===== src/shared/tpc_pkg.sv =====
// constants for the tach phase comparator logic
package tpc_pkg;
  // clock and oscillator timing
  localparam int unsigned CLK_PERIOD_NS = 8;
  localparam int unsigned OSC_FREQ_KHZ = 256;
  localparam int unsigned OSC_PERIOD_NS = 1000000 / OSC_FREQ_KHZ;
  localparam int unsigned OSC_HALF_CYC = OSC_PERIOD_NS / (2 * CLK_PERIOD_NS);
  localparam int unsigned DIV_RATIO = 4;
  // one-shot widths
  localparam int unsigned EDGE_PULSE_NS = 440;
  localparam int unsigned EDGE_PULSE_CYC = (EDGE_PULSE_NS + CLK_PERIOD_NS - 1) / CLK_PERIOD_NS;
  localparam int unsigned DET_PULSE_NS = 1000;
  localparam int unsigned DET_PULSE_CYC = (DET_PULSE_NS + CLK_PERIOD_NS - 1) / CLK_PERIOD_NS;
  localparam int unsigned BLANK_NS = 2000;
  localparam int unsigned BLANK_CYC = (BLANK_NS + CLK_PERIOD_NS - 1) / CLK_PERIOD_NS;
  // activity timeout
  localparam int unsigned FAIL_US = 100;
  localparam int unsigned FAIL_CYC = (FAIL_US * 1000) / CLK_PERIOD_NS;
  // register map
  localparam logic [3:0] CTRL_OFS = 4'h0;
  localparam logic [3:0] STATUS_OFS = 4'h4;
  localparam logic [3:0] IRQ_STATUS_OFS = 4'h8;
  localparam logic [3:0] IRQ_MASK_OFS = 4'hc;
  localparam logic CTRL_RESET = 1'b1;
  localparam logic [2:0] IRQ_MASK_RESET = 3'h0;
  localparam logic SWITCH_RESET = 1'b1;
  // irq bit positions
  localparam int unsigned IRQ_REF_FAIL = 0;
  localparam int unsigned IRQ_PHASE_FAIL = 1;
  localparam int unsigned IRQ_SWITCH = 2;
endpackage


===== src/logic/tpc_logic.sv =====
// tach phase comparator: timing generator, comparator, channel switch
module tpc_oneshot #(
  parameter int unsigned WIDTH_CYC = 1,
  parameter bit RETRIG = 1'b0
) (
  // clock and reset
  input wire logic ref_clk,
  input wire logic srst,
  // trigger and pulse
  input wire logic trig,
  output logic pulse
);
  logic [15:0] cnt;

  // pulse of fixed width, restarted by trigger when retriggerable
  always_ff @(posedge ref_clk) begin
    if (srst) begin
      cnt <= 16'h0;
      pulse <= 1'b0;
    end else if (trig && (RETRIG || !pulse)) begin
      cnt <= 16'(WIDTH_CYC);
      pulse <= 1'b1;
    end else if (cnt == 16'h1) begin
      cnt <= 16'h0;
      pulse <= 1'b0;
    end else if (cnt != 16'h0) begin
      cnt <= cnt - 16'h1;
    end
  end
endmodule

module tpc_logic #(
  parameter int unsigned FAIL_TIMEOUT_CYC = tpc_pkg::FAIL_CYC
) (
  // clock and reset
  input wire logic ref_clk,
  input wire logic srst,
  // register port
  input wire logic [3:0] reg_addr,
  input wire logic [31:0] reg_wdata,
  input wire logic reg_wr,
  input wire logic reg_rd,
  output logic [31:0] reg_rdata,
  output logic irq,
  // timing generator
  input wire logic bandpass_square,
  output logic sample_phase_a,
  output logic sample_phase_b,
  output logic reference_out_p,
  output logic reference_out_n,
  output logic phase_variable_signal_p,
  output logic phase_variable_signal_n,
  // comparator inputs
  input wire logic reference_in,
  input wire logic phase_variable_signal_in,
  // comparator outputs
  output logic channel_a_duty_position,
  output logic channel_b_duty_position,
  output logic channel_a_switch_drive,
  output logic channel_b_switch_drive,
  output logic channel_a_select_indicator,
  output logic channel_b_select_indicator,
  output logic channel_a_blank_drive,
  output logic channel_b_blank_drive,
  output logic phase_signal_fail_flag,
  output logic reference_fail_flag
);
  localparam int OSC_GAP = tpc_pkg::OSC_HALF_CYC;
  localparam logic [7:0] OSC_LAST = 8'(tpc_pkg::OSC_HALF_CYC - 1);
  localparam logic [1:0] DIV_LAST = 2'(tpc_pkg::DIV_RATIO - 1);
  localparam logic [15:0] FAIL_LAST = 16'(FAIL_TIMEOUT_CYC - 1);

  logic [7:0] osc_cnt;
  logic osc, halved, osc_tog;
  logic next_osc, next_halved;
  logic [1:0] ref_div, pvs_div;
  logic [2:0] sync1, sync2, sync3;
  logic ref_rise, ref_edge, pvs_rise, pvs_fall, pvs_edge, bp_rise;
  logic os_a, os_b, os_c;
  logic det0_raw, det180_raw, det0, det180;
  logic switch_a, detect_en;
  logic [15:0] ref_idle, pvs_idle;
  logic [2:0] irq_stat, irq_mask, irq_ev;
  logic stat_rd;

  // oscillator from the system clock
  assign osc_tog = (osc_cnt == OSC_LAST);
  assign next_osc = osc ^ osc_tog;
  assign next_halved = halved ^ (osc_tog & !osc);

  always_ff @(posedge ref_clk) begin
    if (srst) begin
      osc_cnt <= 8'h0;
      osc <= 1'b0;
      halved <= 1'b0;
    end else begin
      osc_cnt <= osc_tog ? 8'h0 : osc_cnt + 8'h1;
      osc <= next_osc;
      halved <= next_halved;
    end
  end

  // quadrature sampling phases
  always_ff @(posedge ref_clk) begin
    if (srst) begin
      sample_phase_a <= 1'b1;
      sample_phase_b <= 1'b0;
    end else begin
      sample_phase_a <= next_osc ^ 1'b1;
      sample_phase_b <= next_osc ^ next_halved;
    end
  end

  // reference divider on rising phase a
  always_ff @(posedge ref_clk) begin
    if (srst) begin
      ref_div <= 2'h0;
      reference_out_p <= 1'b0;
      reference_out_n <= 1'b1;
    end else if (osc_tog && osc) begin
      ref_div <= (ref_div == DIV_LAST) ? 2'h0 : ref_div + 2'h1;
      reference_out_p <= (ref_div == DIV_LAST) || (ref_div == 2'h0);
      reference_out_n <= !((ref_div == DIV_LAST) || (ref_div == 2'h0));
    end
  end

  // pin synchronisers and edge history, left running through reset so no false edge follows it
  always_ff @(posedge ref_clk) begin
    sync1 <= {bandpass_square, phase_variable_signal_in, reference_in};
    sync2 <= sync1;
    sync3 <= sync2;
  end

  assign ref_rise = sync2[0] && !sync3[0];
  assign ref_edge = sync2[0] ^ sync3[0];
  assign pvs_rise = sync2[1] && !sync3[1];
  assign pvs_fall = !sync2[1] && sync3[1];
  assign pvs_edge = sync2[1] ^ sync3[1];
  assign bp_rise = sync2[2] && !sync3[2];

  // divide squared bandpass by four
  always_ff @(posedge ref_clk) begin
    if (srst) begin
      pvs_div <= 2'h0;
      phase_variable_signal_p <= 1'b0;
      phase_variable_signal_n <= 1'b1;
    end else if (bp_rise) begin
      pvs_div <= (pvs_div == DIV_LAST) ? 2'h0 : pvs_div + 2'h1;
      phase_variable_signal_p <= (pvs_div == DIV_LAST) || (pvs_div == 2'h0);
      phase_variable_signal_n <= !((pvs_div == DIV_LAST) || (pvs_div == 2'h0));
    end
  end

  // edge one-shots a, b and c
  tpc_oneshot #(.WIDTH_CYC(tpc_pkg::EDGE_PULSE_CYC), .RETRIG(1'b0)) u_os_a (
    .ref_clk(ref_clk),
    .srst(srst),
    .trig(ref_rise),
    .pulse(os_a)
  );
  tpc_oneshot #(.WIDTH_CYC(tpc_pkg::EDGE_PULSE_CYC), .RETRIG(1'b0)) u_os_b (
    .ref_clk(ref_clk),
    .srst(srst),
    .trig(pvs_fall),
    .pulse(os_b)
  );
  tpc_oneshot #(.WIDTH_CYC(tpc_pkg::EDGE_PULSE_CYC), .RETRIG(1'b0)) u_os_c (
    .ref_clk(ref_clk),
    .srst(srst),
    .trig(pvs_rise),
    .pulse(os_c)
  );

  // duty-coded position flip-flops
  always_ff @(posedge ref_clk) begin
    if (srst) begin
      channel_a_duty_position <= 1'b0;
      channel_b_duty_position <= 1'b0;
    end else begin
      if (ref_rise) begin
        channel_a_duty_position <= 1'b1;
      end else if (pvs_rise) begin
        channel_a_duty_position <= 1'b0;
      end
      if (ref_rise) begin
        channel_b_duty_position <= 1'b1;
      end else if (pvs_fall) begin
        channel_b_duty_position <= 1'b0;
      end
    end
  end

  // coincidence bands set by one-shot overlap
  assign det0_raw = os_a && os_c;
  assign det180_raw = os_a && os_b;

  tpc_oneshot #(.WIDTH_CYC(tpc_pkg::DET_PULSE_CYC), .RETRIG(1'b0)) u_det0 (
    .ref_clk(ref_clk),
    .srst(srst),
    .trig(det0_raw),
    .pulse(det0)
  );
  tpc_oneshot #(.WIDTH_CYC(tpc_pkg::DET_PULSE_CYC), .RETRIG(1'b0)) u_det180 (
    .ref_clk(ref_clk),
    .srst(srst),
    .trig(det180_raw),
    .pulse(det180)
  );

  // channel switch: 180 sets (use a), 0 resets (use b)
  always_ff @(posedge ref_clk) begin
    if (srst) begin
      switch_a <= tpc_pkg::SWITCH_RESET;
    end else if (detect_en && det180 && !det0) begin
      switch_a <= 1'b1;
    end else if (detect_en && det0 && !det180) begin
      switch_a <= 1'b0;
    end
  end

  // switch drives and indicators
  assign channel_a_switch_drive = switch_a;
  assign channel_b_switch_drive = !switch_a;
  assign channel_a_select_indicator = switch_a;
  assign channel_b_select_indicator = !switch_a;

  // retrace blanking per channel
  tpc_oneshot #(.WIDTH_CYC(tpc_pkg::BLANK_CYC), .RETRIG(1'b1)) u_blank_a (
    .ref_clk(ref_clk),
    .srst(srst),
    .trig(det0_raw),
    .pulse(channel_a_blank_drive)
  );
  tpc_oneshot #(.WIDTH_CYC(tpc_pkg::BLANK_CYC), .RETRIG(1'b1)) u_blank_b (
    .ref_clk(ref_clk),
    .srst(srst),
    .trig(det180_raw),
    .pulse(channel_b_blank_drive)
  );

  // activity monitors
  always_ff @(posedge ref_clk) begin
    if (srst) begin
      ref_idle <= 16'h0;
      reference_fail_flag <= 1'b0;
    end else if (ref_edge) begin
      ref_idle <= 16'h0;
      reference_fail_flag <= 1'b0;
    end else if (ref_idle == FAIL_LAST) begin
      reference_fail_flag <= 1'b1;
    end else begin
      ref_idle <= ref_idle + 16'h1;
    end
  end

  always_ff @(posedge ref_clk) begin
    if (srst) begin
      pvs_idle <= 16'h0;
      phase_signal_fail_flag <= 1'b0;
    end else if (pvs_edge) begin
      pvs_idle <= 16'h0;
      phase_signal_fail_flag <= 1'b0;
    end else if (pvs_idle == FAIL_LAST) begin
      phase_signal_fail_flag <= 1'b1;
    end else begin
      pvs_idle <= pvs_idle + 16'h1;
    end
  end

  // control and mask writes
  always_ff @(posedge ref_clk) begin
    if (srst) begin
      detect_en <= tpc_pkg::CTRL_RESET;
      irq_mask <= tpc_pkg::IRQ_MASK_RESET;
    end else if (reg_wr && reg_addr == tpc_pkg::CTRL_OFS) begin
      detect_en <= reg_wdata[0];
    end else if (reg_wr && reg_addr == tpc_pkg::IRQ_MASK_OFS) begin
      irq_mask <= reg_wdata[2:0];
    end
  end

  // sticky events, cleared by read, set wins
  assign irq_ev[tpc_pkg::IRQ_REF_FAIL] = (ref_idle == FAIL_LAST) && !ref_edge && !reference_fail_flag;
  assign irq_ev[tpc_pkg::IRQ_PHASE_FAIL] = (pvs_idle == FAIL_LAST) && !pvs_edge && !phase_signal_fail_flag;
  assign irq_ev[tpc_pkg::IRQ_SWITCH] = detect_en && (det0 ^ det180) && (switch_a != det180);
  assign stat_rd = reg_rd && reg_addr == tpc_pkg::IRQ_STATUS_OFS;

  always_ff @(posedge ref_clk) begin
    if (srst) begin
      irq_stat <= 3'h0;
      irq <= 1'b0;
    end else begin
      irq_stat <= (stat_rd ? 3'h0 : irq_stat) | irq_ev;
      irq <= |(((stat_rd ? 3'h0 : irq_stat) | irq_ev) & irq_mask);
    end
  end

  // read data, one cycle after the strobe only
  always_ff @(posedge ref_clk) begin
    if (srst || !reg_rd) begin
      reg_rdata <= 32'h0;
    end else if (reg_addr == tpc_pkg::CTRL_OFS) begin
      reg_rdata <= {31'h0, detect_en};
    end else if (reg_addr == tpc_pkg::STATUS_OFS) begin
      reg_rdata <= {25'h0, channel_b_blank_drive, channel_a_blank_drive,
                    channel_b_duty_position, channel_a_duty_position,
                    phase_signal_fail_flag, reference_fail_flag, switch_a};
    end else if (reg_addr == tpc_pkg::IRQ_STATUS_OFS) begin
      reg_rdata <= {29'h0, irq_stat};
    end else if (reg_addr == tpc_pkg::IRQ_MASK_OFS) begin
      reg_rdata <= {29'h0, irq_mask};
    end else begin
      reg_rdata <= 32'h0;
    end
  end
endmodule


===== config.mk =====
export PLATFORM = sky130hd
export DESIGN_NAME = tpc_logic
export DESIGN_NICKNAME = d
export VERILOG_FILES = /design/src/shared/tpc_pkg.sv /design/src/logic/tpc_logic.sv
export SDC_FILE = /design/constraint.sdc
export NUM_CORES = 1
export LEC_CHECK = 0
export ABC_AREA = 1
export CAP_MARGIN = 15
export CORE_UTILIZATION = 58
export DETAILED_ROUTE_END_ITERATION = 10
export DONT_BUFFER_PORTS = 1
export GPL_TIMING_DRIVEN = 1
export HOLD_SLACK_MARGIN = 0.12
export PLACE_DENSITY = 0.74
export SLEW_MARGIN = 20
export SYNTH_ARGS = -nofsm -noshare
export SYNTH_HDL_FRONTEND = slang
export SYNTH_SLANG_ARGS = --single-unit

===== constraint.sdc =====
create_clock -name ref_clk -period 2.2 [get_ports ref_clk]
set_clock_uncertainty 0.1 [all_clocks]
set_input_delay 0.44 -clock ref_clk [delete_from_list [all_inputs] [get_ports ref_clk]]
set_output_delay 0.44 -clock ref_clk [all_outputs]
set_load 0.02 [all_outputs]

**Word level (Yosys, flattened, before mapping)**

Cells that the tools add are included.

- Register bits: 225
- Bits of input ports: 43
- Output and inout bits: 49
- Word-level logic and storage cells: 221

- Add/subtract/negate cells: 12
- Eq/ne operators: 16
- Muxes and demuxes: 46
- Bitwise logic cells: 11
- Reduce and logical (&&, ||, !) cells: 87

Operators by type and width:

| kind | count |
|---|---|
| $eq 16x1->1 const B | 7 |
| $reduce_bool 16->1 | 7 |
| $sub 16x1->16 const B | 7 |
| $mux 6 | 9 |
| $mux 7 | 7 |
| $mux 8 | 6 |
| $add 16x1->16 const B | 2 |
| $eq 16x14->1 const B | 2 |
| $logic_and 1x1->1 | 25 |
| $reduce_or 3->1 | 8 |
| $reduce_bool 3->1 | 7 |
| $mux 1 | 19 |
| $logic_not 1->1 | 18 |
| $reduce_bool 2->1 | 9 |
| $reduce_or 2->1 | 5 |
| $mux 3 | 3 |
| $add 8x1->8 const B | 1 |
| $eq 4x4->1 const B | 2 |
| $eq 8x8->1 const B | 1 |
| $xor 1x1->1 | 6 |
| $add 2x1->2 const B | 2 |
| $eq 2x2->1 const B | 2 |
| $eq 4x3->1 const B | 1 |
| $logic_not 2->1 | 2 |
| other kinds (10) | 14 |

**Logic depth before layout (Yosys ltp)**

Gate-level depths: netlist of the first run.

- Depth in word-level cells: 7
- Mapped depth: 10
- Mapped depth without buffers: 10

**By module**

A second synthesis of the first run with hierarchy kept.

- Cells, all modules: 1,451
- Area total of the unflattened synthesis: 10,757.8 um2

By module, submodules not included:

| module | instances | cells an instance | area each (um2) |
|---|---|---|---|
| tpc_logic | 1 | 464 | 3,656.0 |
| tpc_oneshot (u_det0 ...) | 2 | 139 | 1,038.5 |
| tpc_oneshot (u_os_a ...) | 2 | 143 | 1,009.7 |
| tpc_oneshot (u_blank_a ...) | 2 | 140 | 984.7 |
| tpc_oneshot (u_os_c) | 1 | 143 | 1,036.0 |

**Least setup slack after synthesis of the first run**

Ideal clock, no wire load.

- Path type: register to register
- From: reg osc_cnt[0]
- To: reg sample_phase_b
- Setup time: 123 ps
- Data arrival time: 1,360 ps
- Path slack: 616 ps
- Stages on the path, launching flop included: 9
- Buffers on the path: 0
- Period minus slack after synthesis: 1,584 ps
- Path through: dfxtp_1 > ha_1 > inv_1 > nor2_1 > inv_1 > nor3_1 > ha_1 > o21ai_0 > a21oi_1

- Word-level cells in the longest chain between the ends: 4

RTL lines:

| element | RTL line | text |
|---|---|---|
| start, declared | tpc_logic.sv:73 | `logic [7:0] osc_cnt;` |
| start signal, assigned | tpc_logic.sv:97 | `osc_cnt <= osc_tog ? 8'h0 : osc_cnt + 8'h1;` |
| $eq 8x8->1 (*) | tpc_logic.sv:87 | `assign osc_tog = (osc_cnt == OSC_LAST);` |
| $and 1x1->1 | tpc_logic.sv:89 | `assign next_halved = halved ^ (osc_tog & !osc);` |
| $xor 1x1->1 | tpc_logic.sv:89 |  |
| $xor 1x1->1 (*) | tpc_logic.sv:110 | `sample_phase_b <= next_osc ^ next_halved;` |
| end signal, assigned | tpc_logic.sv:110 |  |
| end, declared | tpc_logic.sv:48 | `output logic sample_phase_b,` |

Mark *: on every way between the ends. The rest lies on a longest branch, timed or not.
A chain may end at the register's enable or synchronous reset.

**Final worst setup path of the first run**

- From: reg u_os_b.cnt[0]
- To: reg u_os_b.cnt[3]

- Word-level cells in the longest chain between the ends: 2

RTL lines:

| element | RTL line | text |
|---|---|---|
| start, declared | tpc_logic.sv:13 | `logic [15:0] cnt;` |
| start signal, assigned | tpc_logic.sv:21 | `cnt <= 16'(WIDTH_CYC);` |
| start signal, assigned | tpc_logic.sv:27 | `cnt <= cnt - 16'h1;` |
| branches (longest 2 deep; another with $sub 16x1->16) | n/a |  |

Several ways; the timed one is not identified.

==> impl_metrics.tcl, run 1 <==
set metrics [dict create \
    finalSetupTns_ns 0 \
    wl_per_cell_um 11.71 \
    p_leak_nw 4.844 \
    cts_tree "yes" \
    drtIter0Drc 435 \
    syn_area_um2 10090 \
    num-nets-final 1493 \
    period_share_pct 86.52 \
    clock_sinks 200 \
    area.growth.synth_to_final_pct 7.388 \
    drv_cap 0 \
    ys_seq_area_share_pct 39.67 \
    worst_slew_margin_rel_pct 66.31 \
    ys.flop_type "dfxtp_1" \
    synth_area_leaders "dfxtp_1 40%, nor2_1 11%, nand2_1 11%" \
    cp-startpoint "u_os_b.cnt[0]" \
    critPathLaunchType "flop" \
    dieArea_um2 17930 \
    dieHeight_um 133.9 \
    cts.reportedPaths.clkPinSlew_ns 0.07 \
    core_area_um2 16760 \
    initial_core_util_pct 60.22 \
    async_flop_share_pct 0 \
    antenna_found_initial 0 \
    htreeDepth 4 \
    run_status "completed" \
    synth_cells 1416 \
    dpl.cell_count 1614 \
    io_buffers 0 \
    grt_pass1_vias 7733 \
    slew_violations 0 \
    synth-edff-count 0 \
    gp_congestion 0.8482 \
    yosysWarnings 0 \
    drt_wl_total_mm 19.36 \
    cts_resized 0 \
    finalSetupViolCount 0 \
    postSynthAreaPerCell_um2 7.128 \
    synth_most_common_cell "nor2_1" \
    synth_top_area_share_pct 39.67 \
    clk_path_buf_depth 2 \
    highest_layer "met4" \
    hold_viol_final 0 \
    rr_startpoint "u_os_b.cnt[0]" \
    hpwlAfterDp_mm 13.86 \
    grt.overflow.total 0 \
    worst_slew_pin_slew_ns 0.5042 \
    numCtsBuffers 17 \
    final-instance-count-excl-fill 1654 \
    synthDistinctLibCells 41 \
    grt_pass1_wl_mm 33.14 \
    ant_nets 0 \
    fillers 1528 \
    p_per_area_nw_per_um2 1557 \
    diodes 0 \
    rows 47 \
    viasPerCell 5.095 \
    first_pass_iters 5 \
    ctsRootBufferMaster "clkbuf_16" \
    via_count 8427 \
    post-route-drc-count 0 \
    cp.arrival_ns 2.14 \
    worstHoldPathType "primary input to flop" \
    fmax_mhz 525.4 \
    rsz0062_at_grt "false" \
    post-synth-top-area-cell "dfxtp_1" \
    worstPathRequired_ns 2.44 \
    clkLatencyLatePin_ns 0.44 \
    grt_start_max_net_pins 61 \
    final_layout_size_suffix_gt1_share_pct 7.601 \
    synthTopCellsByCount "304 x nor2_1, 298 x nand2_1, 200 x dfxtp_1" \
    min_from "reg_rd" \
    peakVddDrop_uv 815.0 \
    die_width_um 133.9 \
    wl_met1_mm 9.225 \
    wl_met2_mm 9.069 \
    layout_min_cycle_time_ns 1.903 \
    grtUsageTotal_pct 22.46 \
    end_kind "flop" \
    worst-setup-path-type "flop to flop" \
    r2r_setup_slack_ns 0.30 \
    ys_seq_elements 200 \
    wl_met3_um 736 \
    cp_max_fo 14 \
    pin_count 92 \
]
path summary, 6_finish.rpt:
path,to,cells past startpoint
setup reg to reg,u_os_b.cnt[3],7
setup / recovery,u_os_b.cnt[3],7
hold / removal,reg_rdata[0],4
hold reg to reg,sync2[2],0
cell type report:
type | instances | area, um^2 | area share, %
repair buffers | 12 | 127.6 | 1.177
multi-input cells | 1065 | 5359 | 49.44
well taps | 220 | 275.3 | 2.540
inverters | 125 | 469.2 | 4.329
clock buffers | 18 | 439.2 | 4.052
clock inverters | 14 | 165.2 | 1.524
flip-flops and latches | 200 | 4004 | 36.94
report_power, final:
group | internal (mW) | total (mW) | leakage [nW] | switching (mW)
clock | 1.74 | 3.16 | 0.289 | 1.42
combinational | 3.21 | 8.36 | 2.92 | 5.15
sequential | 4.54 | 5.36 | 1.64 | 0.821
total | 9.48 | 16.9 | 4.84 | 7.40
layer usage:
metal / vias to the layer above / global-route usage [%]
met1: 3824 / 27.49
met3: 32 / 4.951
met5: - / 0
met4: 0 / 8.081
li1: 4439 / -
met2: 132 / 38.57
layout by cell type, fill, tap and decap left out, drive strengths merged:
| cell type | synthesis | final |
|---|---|---|
| a21oi | 82 | 82 |
| nor2 | 337 | 337 |
| nand2 | 316 | 316 |
| ha | 29 | 29 |
| clkinvlp | 0 | 3 |
| o21bai | 6 | 6 |
| nand3b | 8 | 8 |
| o21ai | 35 | 35 |
| and3 | 2 | 2 |
| nor3b | 6 | 6 |
| o21a | 3 | 3 |
| or2 | 12 | 12 |
| nand3 | 69 | 69 |
| or3 | 1 | 1 |
| bufinv | 0 | 2 |
| xnor2 | 43 | 43 |
| inv | 124 | 129 |
| clkinv | 1 | 5 |
| xor2 | 33 | 33 |
| conb | 1 | 25 |
| buf | 43 | 5 |
| a31oi | 1 | 1 |
| dlygate4sd3 | 0 | 7 |
| nor3 | 22 | 22 |
| o211ai | 2 | 2 |
| o211a | 3 | 3 |
| clkbuf | 7 | 18 |
| nand4 | 27 | 27 |
| dfxtp | 200 | 200 |
| a211oi | 2 | 2 |
| o221ai | 1 | 1 |
repair_timing:
action	CTS	global route
endpoints found under the hold margin	72	0
hold buffers	8	0
setup buffers	0	0
kinds of logic (layout without fill, tap and decap cells):
kind of cell    count (synthesis)  in the layout  synth area share [%]
buf+inv                       175            169                 8.132
compound gates                135            135                 7.252
other cells                     1             25               0.03715
flops                         200            200                 39.67
fa+ha+maj                      29             29                 3.595
xor+xnor                       76             76                 6.595
simple gates                  800            800                 34.72
state kept, by name, summed over array words and instances (netlist names), 16 cells and up:
| signal | flops |
|---|---|
| pvs_idle | 16 |
| ref_idle | 16 |
| u_blank_a.cnt | 16 |
| u_blank_b.cnt | 16 |
| u_det0.cnt | 16 |
| u_det180.cnt | 16 |
| u_os_a.cnt | 16 |
| u_os_b.cnt | 16 |
| u_os_c.cnt | 16 |
per-stage QoR:
step / setup WS (ns) / hold slack (ns) / power [mW] / instance area [um^2] / util (%)
floorplan: 0.6163 / 0.2096 / 12.53 / 10180 / -
finish: 0.2965 / 0.1557 / 16.88 / 10840 / 64.67
CTS: 0.2951 / 0.1403 / 16.99 / 10840 / 64.67
global placement: 0.3504 / 0.2143 / 13.55 / 10140 / 60.49
global route: 0.09936 / 0.1456 / 18.55 / 10840 / 64.67
detailed placement: 0.2982 / 0.2179 / 13.72 / 10140 / 60.49
critical path, stage by stage, from the launching register on:
cell      delay (ns)
dfxtp_1         0.40
inv_1           0.12
ha_1            0.24
nand2_1         0.10
nor2_1          0.07
nand2_1         0.39
inv_1           0.15
a211oi_1        0.24
No activity file was read; power rests on OpenSTA's default activity.
==> inputs of run 2 (changes only) <==
--- a/config.mk
+++ b/config.mk
@@ -13,6 +13,7 @@
 export GPL_TIMING_DRIVEN = 1
 export HOLD_SLACK_MARGIN = 0.12
 export PLACE_DENSITY = 0.74
+export RECOVER_POWER = 50
 export SLEW_MARGIN = 20
 export SYNTH_ARGS = -nofsm -noshare
 export SYNTH_HDL_FRONTEND = slang
==> impl_metrics.tcl, run 2 (synthesis gave the netlist of run 1 again) <==
set metrics [dict create \
    grt.overflow.total 0 \
    rows 47 \
    p_per_area_nw_per_um2 1554 \
    grtUsageTotal_pct 22.46 \
    period_share_pct 86.37 \
    drt_wl_total_mm 19.40 \
    rsz0062_at_grt "false" \
    rr_startpoint "u_det0.cnt[0]" \
    cp_max_fo 17 \
    r2r_setup_slack_ns 0.30 \
    clockPowerShare_pct 18.9 \
    core_area_um2 16760 \
    hold_viol_final 0 \
    cts_resized 0 \
    cts.reportedPaths.clkPinSlew_ns 0.07 \
    slew_violations 0 \
    worst-setup-path-type "flop to flop" \
    swShare_pct 43.64 \
    htreeDepth 4 \
    io_buffers 0 \
    drv_cap 0 \
    area.growth.synth_to_final_pct 6.780 \
    diodes 0 \
    worst_slew_pin_slew_ns 0.5738 \
    run_status "completed" \
    grt_start_max_net_pins 61 \
    final_cell_mix "310 x nor2_1, 305 x nand2_1, 200 x dfxtp_1, 123 x inv_1, 82 x a21oi_1" \
    wl_per_cell_um 11.73 \
    grt_pass1_vias 7733 \
    clock_sinks 200 \
    worst_slew_margin_rel_pct 61.66 \
    p_leak_nw 4.812 \
    pwr-share-seq_pct 32.0 \
    dieHeight_um 133.9 \
    numCtsBuffers 17 \
    total_power_mw 16.74 \
    peakVddDrop_uv 815.0 \
    critical-path-max-stage-delay_ns 0.38 \
    end_kind "flop" \
    viasPerCell 5.111 \
    cp.arrival_ns 2.12 \
    finalSetupViolCount 0 \
    final_common_cell "nor2_1" \
    clkLatencyLatePin_ns 0.44 \
    crit_buf_inv 1 \
    die_width_um 133.9 \
    cp_cell_sequence "inv_1 -> ha_1 -> nand2_1 -> nor2_1 -> nand2_1 -> nand2_2 -> xor2_1 -> nor2_1" \
    num-nets-final 1493 \
    reg2reg_depth 8 \
    layout_min_cycle_time_ns 1.900 \
    min_to "reg_rdata[0]" \
    power_frac_comb_pct 49.1 \
    initial_core_util_pct 60.22 \
    hpwlAfterDp_mm 13.86 \
    clk_path_buf_depth 2 \
    worstHoldPathType "primary input to flop" \
    gp_congestion 0.8482 \
    post_cts_buffers 0 \
    hold_buffers 8 \
    worstPathRequired_ns 2.42 \
    whs_path_depth 4 \
    grt_pass1_wl_mm 33.14 \
    fmax_mhz 526.3 \
    min_from "reg_rd" \
    p_switching_mw 7.307 \
    critPathLaunchType "flop" \
    finalSetupTns_ns 0 \
    via_count 8453 \
    drtIter0Drc 454 \
    cts_tree "yes" \
    final_layout_size_suffix_gt1_share_pct 6.346 \
    pin_count 92 \
    p_int_mw 9.437 \
    first_pass_iters 4 \
    path_delay_family "simple AND/OR/NAND/NOR gates" \
    antenna_found_initial 0 \
    ant_nets 0 \
    post-route-drc-count 0 \
    slowest_stage "nand2_1" \
    dieArea_um2 17930 \
    ctsRootBufferMaster "clkbuf_16" \
    r2r-end "u_det0.cnt[8]" \
]
[run 2: cell count changes in the layout (fill, tap and decap cells not counted), sizes merged]
cell    previous run  this run
clkbuf            18        19
buf                5         4
[run 2: through the flow]
stage | hold slack [ns] | instances | utilization (%) | area, um^2 | setup slack (ns)
final | 0.1540 | 1654 | 64.31 | 10780 | 0.2999
after global routing | 0.1739 | 1654 | 64.31 | 10780 | 0.07363
after CTS | 0.1403 | 1654 | 64.67 | 10840 | 0.2951
after detailed placement | 0.2179 | 1614 | 60.49 | 10140 | 0.2982
after global placement | 0.2143 | 1614 | 60.49 | 10140 | 0.3504
after floorplan | 0.2096 | 1440 | - | 10180 | 0.6163
[run 2: worst register-to-register path: stages (launching register included)]
cell     delay, ns
dfxtp_1       0.32
inv_1         0.15
ha_1          0.18
nand2_1       0.05
nor2_1        0.18
nand2_1       0.38
nand2_2       0.23
xor2_1        0.15
nor2_1        0.05
[run 2: final cells by class]
class	count	area [um^2]
Timing Repair Buffer	12	123.9
Tap cell	220	275.3
Inverter	125	469.2
Multi-Input combinational cell	1065	5301
Clock inverter	14	165.2
Sequential cell	200	4004
Fill cell	1543	5982
Clock buffer	18	439.2
[run 2: how the worst max path moves through the flow]
stage                        from        endpoint  slack, ns  depth (start not counted)
global placement    u_os_b.cnt[0]   u_os_b.cnt[0]       0.35                          9
floorplan              osc_cnt[0]  sample_phase_b       0.62                          8
detailed placement  u_os_b.cnt[0]   u_os_b.cnt[3]       0.30                          7
finish              u_det0.cnt[0]   u_det0.cnt[8]       0.30                          8
CTS                 u_os_b.cnt[0]   u_os_b.cnt[3]       0.30                          7
global route        u_det0.cnt[0]   u_det0.cnt[8]       0.07                          8
[run 2: metal layers]
layer,GRT usage [%],vias up,share of wire (%)
met5,0,-,0
met4,8.081,0,1.7
met3,4.951,30,4.0
met2,38.57,144,47
met1,27.49,3841,48
li1,-,4438,-
[run 2: power by group through the flow]
stage / Sequential, mW / Clock, mW / Combinational [mW]
finish: 5.36 / 3.16 / 8.22
global route: 5.48 / 3.37 / 9.56
CTS: 5.36 / 3.24 / 8.39
detailed placement: 5.42 / 0 / 8.30
global placement: 5.41 / 0 / 8.14
floorplan: 5.25 / 0 / 7.28
==> inputs of run 3 (changes only) <==
--- a/config.mk
+++ b/config.mk
@@ -12,7 +12,7 @@
 export DONT_BUFFER_PORTS = 1
 export GPL_TIMING_DRIVEN = 1
 export HOLD_SLACK_MARGIN = 0.12
-export PLACE_DENSITY = 0.74
+export PLACE_DENSITY = 0.76
 export RECOVER_POWER = 50
 export SLEW_MARGIN = 20
 export SYNTH_ARGS = -nofsm -noshare
==> constraint.sdc (replaced) <==
create_clock -name ref_clk -period 1.7 [get_ports ref_clk]
set_clock_uncertainty 0.1 [all_clocks]
set_input_delay 0.34 -clock ref_clk [delete_from_list [all_inputs] [get_ports ref_clk]]
set_output_delay 0.34 -clock ref_clk [all_outputs]
set_load 0.02 [all_outputs]
==> impl_metrics.tcl, run 3 (synthesis gave the netlist of run 1 again) <==
set metrics [dict create \
    critical-path-max-stage-delay_ns 0.66 \
    htreeDepth 4 \
    die_width_um 133.9 \
    p_int_mw 12.81 \
    drt_wl_total_mm 20.85 \
    wl_per_cell_um 12.30 \
    cts.reportedPaths.clkPinSlew_ns 0.07 \
    worst-setup-path-type "primary input to flop" \
    viasPerCell 5.077 \
    pin_count 92 \
    cts_tree "yes" \
    clkLatencyLatePin_ns 0.44 \
    core_area_um2 16760 \
    numCtsBuffers 17 \
    dp_slack_ns -0.1112 \
    num-nets-final 1534 \
    grt_pass1_wl_mm 34.73 \
    power_frac_comb_pct 51.4 \
    placed_area_um2 10350 \
    p_per_area_nw_per_um2 2022 \
    min_from "srst" \
    post-route-drc-count 0 \
    r2r_setup_slack_ns 0.05 \
    fmax_mhz 589.3 \
    p_leak_nw 5.048 \
    rr_startpoint "u_det180.pulse" \
    dieHeight_um 133.9 \
    cp.arrival_ns 1.96 \
    drv_cap 0 \
    hpwlAfterDp_mm 14.27 \
    critPathLaunchType "primary input" \
    finalSetupViolCount 0 \
    cp_cell_sequence "dlygate4sd3_1 -> inv_2 -> clkbuf_1 -> o21ai_0 -> a21oi_1" \
    worstPathRequired_ns 1.96 \
    slowest_stage "dlygate4sd3_1" \
    dpl.cell_count 1642 \
    final-instance-count-excl-fill 1695 \
    clockPowerShare_pct 18.1 \
    period_share_pct 99.82 \
    drtIter0Drc 455 \
    initial_core_util_pct 60.22 \
    grtUsageTotal_pct 23.63 \
    grt_start_max_net_pins 61 \
    first_pass_iters 5 \
    p_switching_mw 10.09 \
    end_kind "flop" \
    cp-startpoint "srst" \
    via_count 8606 \
    antenna_found_initial 1 \
    fin_area_um2 11320 \
    final_common_cell "nand2_1" \
    dieArea_um2 17930 \
    rows 47 \
    swShare_pct 44.06 \
    rsz0062_at_grt "true" \
    clock_sinks 200 \
    worstHoldPathType "primary input to flop" \
    slew_violations 0 \
    grt.overflow.total 0 \
    io_buffers 0 \
    cp_max_fo 9 \
    layout_min_cycle_time_ns 1.697 \
    clk_path_buf_depth 2 \
    final_cell_mix "295 x nand2_1, 290 x nor2_1, 195 x dfxtp_1, 116 x inv_1, 82 x a21oi_1" \
    grt_pass1_vias 7886 \
    setup_slack_ns 0.003132 \
    ant_nets 0 \
    gp_congestion 0.8851 \
    hold_viol_final 0 \
    finalSetupTns_ns 0 \
    total_power_mw 22.90 \
    area.growth.synth_to_final_pct 12.20 \
    peakVddDrop_uv 1207 \
    pwr-share-seq_pct 30.5 \
    run_status "completed" \
    ctsRootBufferMaster "clkbuf_16" \
    final_layout_size_suffix_gt1_share_pct 12.21 \
]
==> run 3: cell types whose count changed in the layout (fill, tap and decap cells not counted), sizes merged <==
cell	change
buf	+34
dlygate4sd3	+4
clkbuf	+3
inv	-2
bufinv	+1
clkinv	-1
clkinvlp	+1
diode	+1
==> run 3: final cells by class <==
type | instances | area (um^2)
multi-input cells | 1065 | 5525
fillers | 1420 | 5435
flip-flops and latches | 200 | 4010
inverters | 125 | 475.5
repair buffers | 53 | 435.4
clock buffers | 18 | 429.2
well taps | 220 | 275.3
clock inverters | 13 | 171.4
diodes | 1 | 2.502
==> run 3: timing repair <==
| action | CTS | global route |
|---|---|---|
| hold endpoints to repair | 88 | 0 |
| pin swaps | 0 | 11 |
| cloned | 0 | 0 |
| gates resized for setup | 3 | 60 |
| setup endpoints to repair | 6 | 77 |
| buffers inserted | 0 | 9 |
| hold buffers | 12 | 0 |
==> run 3: critical path, delay by kind of cell <==
family                 cells  cell delay [ns]
AO/OA/AOI/OAI              2             0.34
buffers and inverters      3             1.28
==> run 3: path summary, 6_finish.rpt <==
kind	end	depth (start not counted)
worst max register to register	irq_stat[2]	5
worst max-delay path	irq_mask[0]	5
worst min register to register	sync2[2]	0
worst min-delay path	ref_div[0]	2
==> run 3: through the flow <==
stage / hold slack (ns) / util (%)
2_1_floorplan: 0.2096 / -
3_3_place_gp: 0.2107 / 61.74
3_5_place_dp: 0.2135 / 61.74
4_1_cts: 0.1287 / 66.22
5_1_grt: 0.1347 / 67.57
6_report: 0.1319 / 67.57
==> run 3: per-layer routing <==
metal  vias to the layer above  part of all wire (%)  global-route usage [%]
met1                      3920                    47                   29.33
met4                         0                   1.6                   7.386
li1                       4530                     -                       -
met3                        23                   3.5                   5.253
met5                         -                     0                       0
met2                       133                    48                   40.59
==> run 3: power by group through the flow <==
stage	Combinational (mW)	Clock [mW]	Sequential (mW)
after detailed placement	11.1	0	7.02
after CTS	11.3	4.22	6.95
after floorplan	9.43	0	6.79
after global placement	10.8	0	7.02
final	11.8	4.15	6.98
after global routing	13.4	4.44	7.14
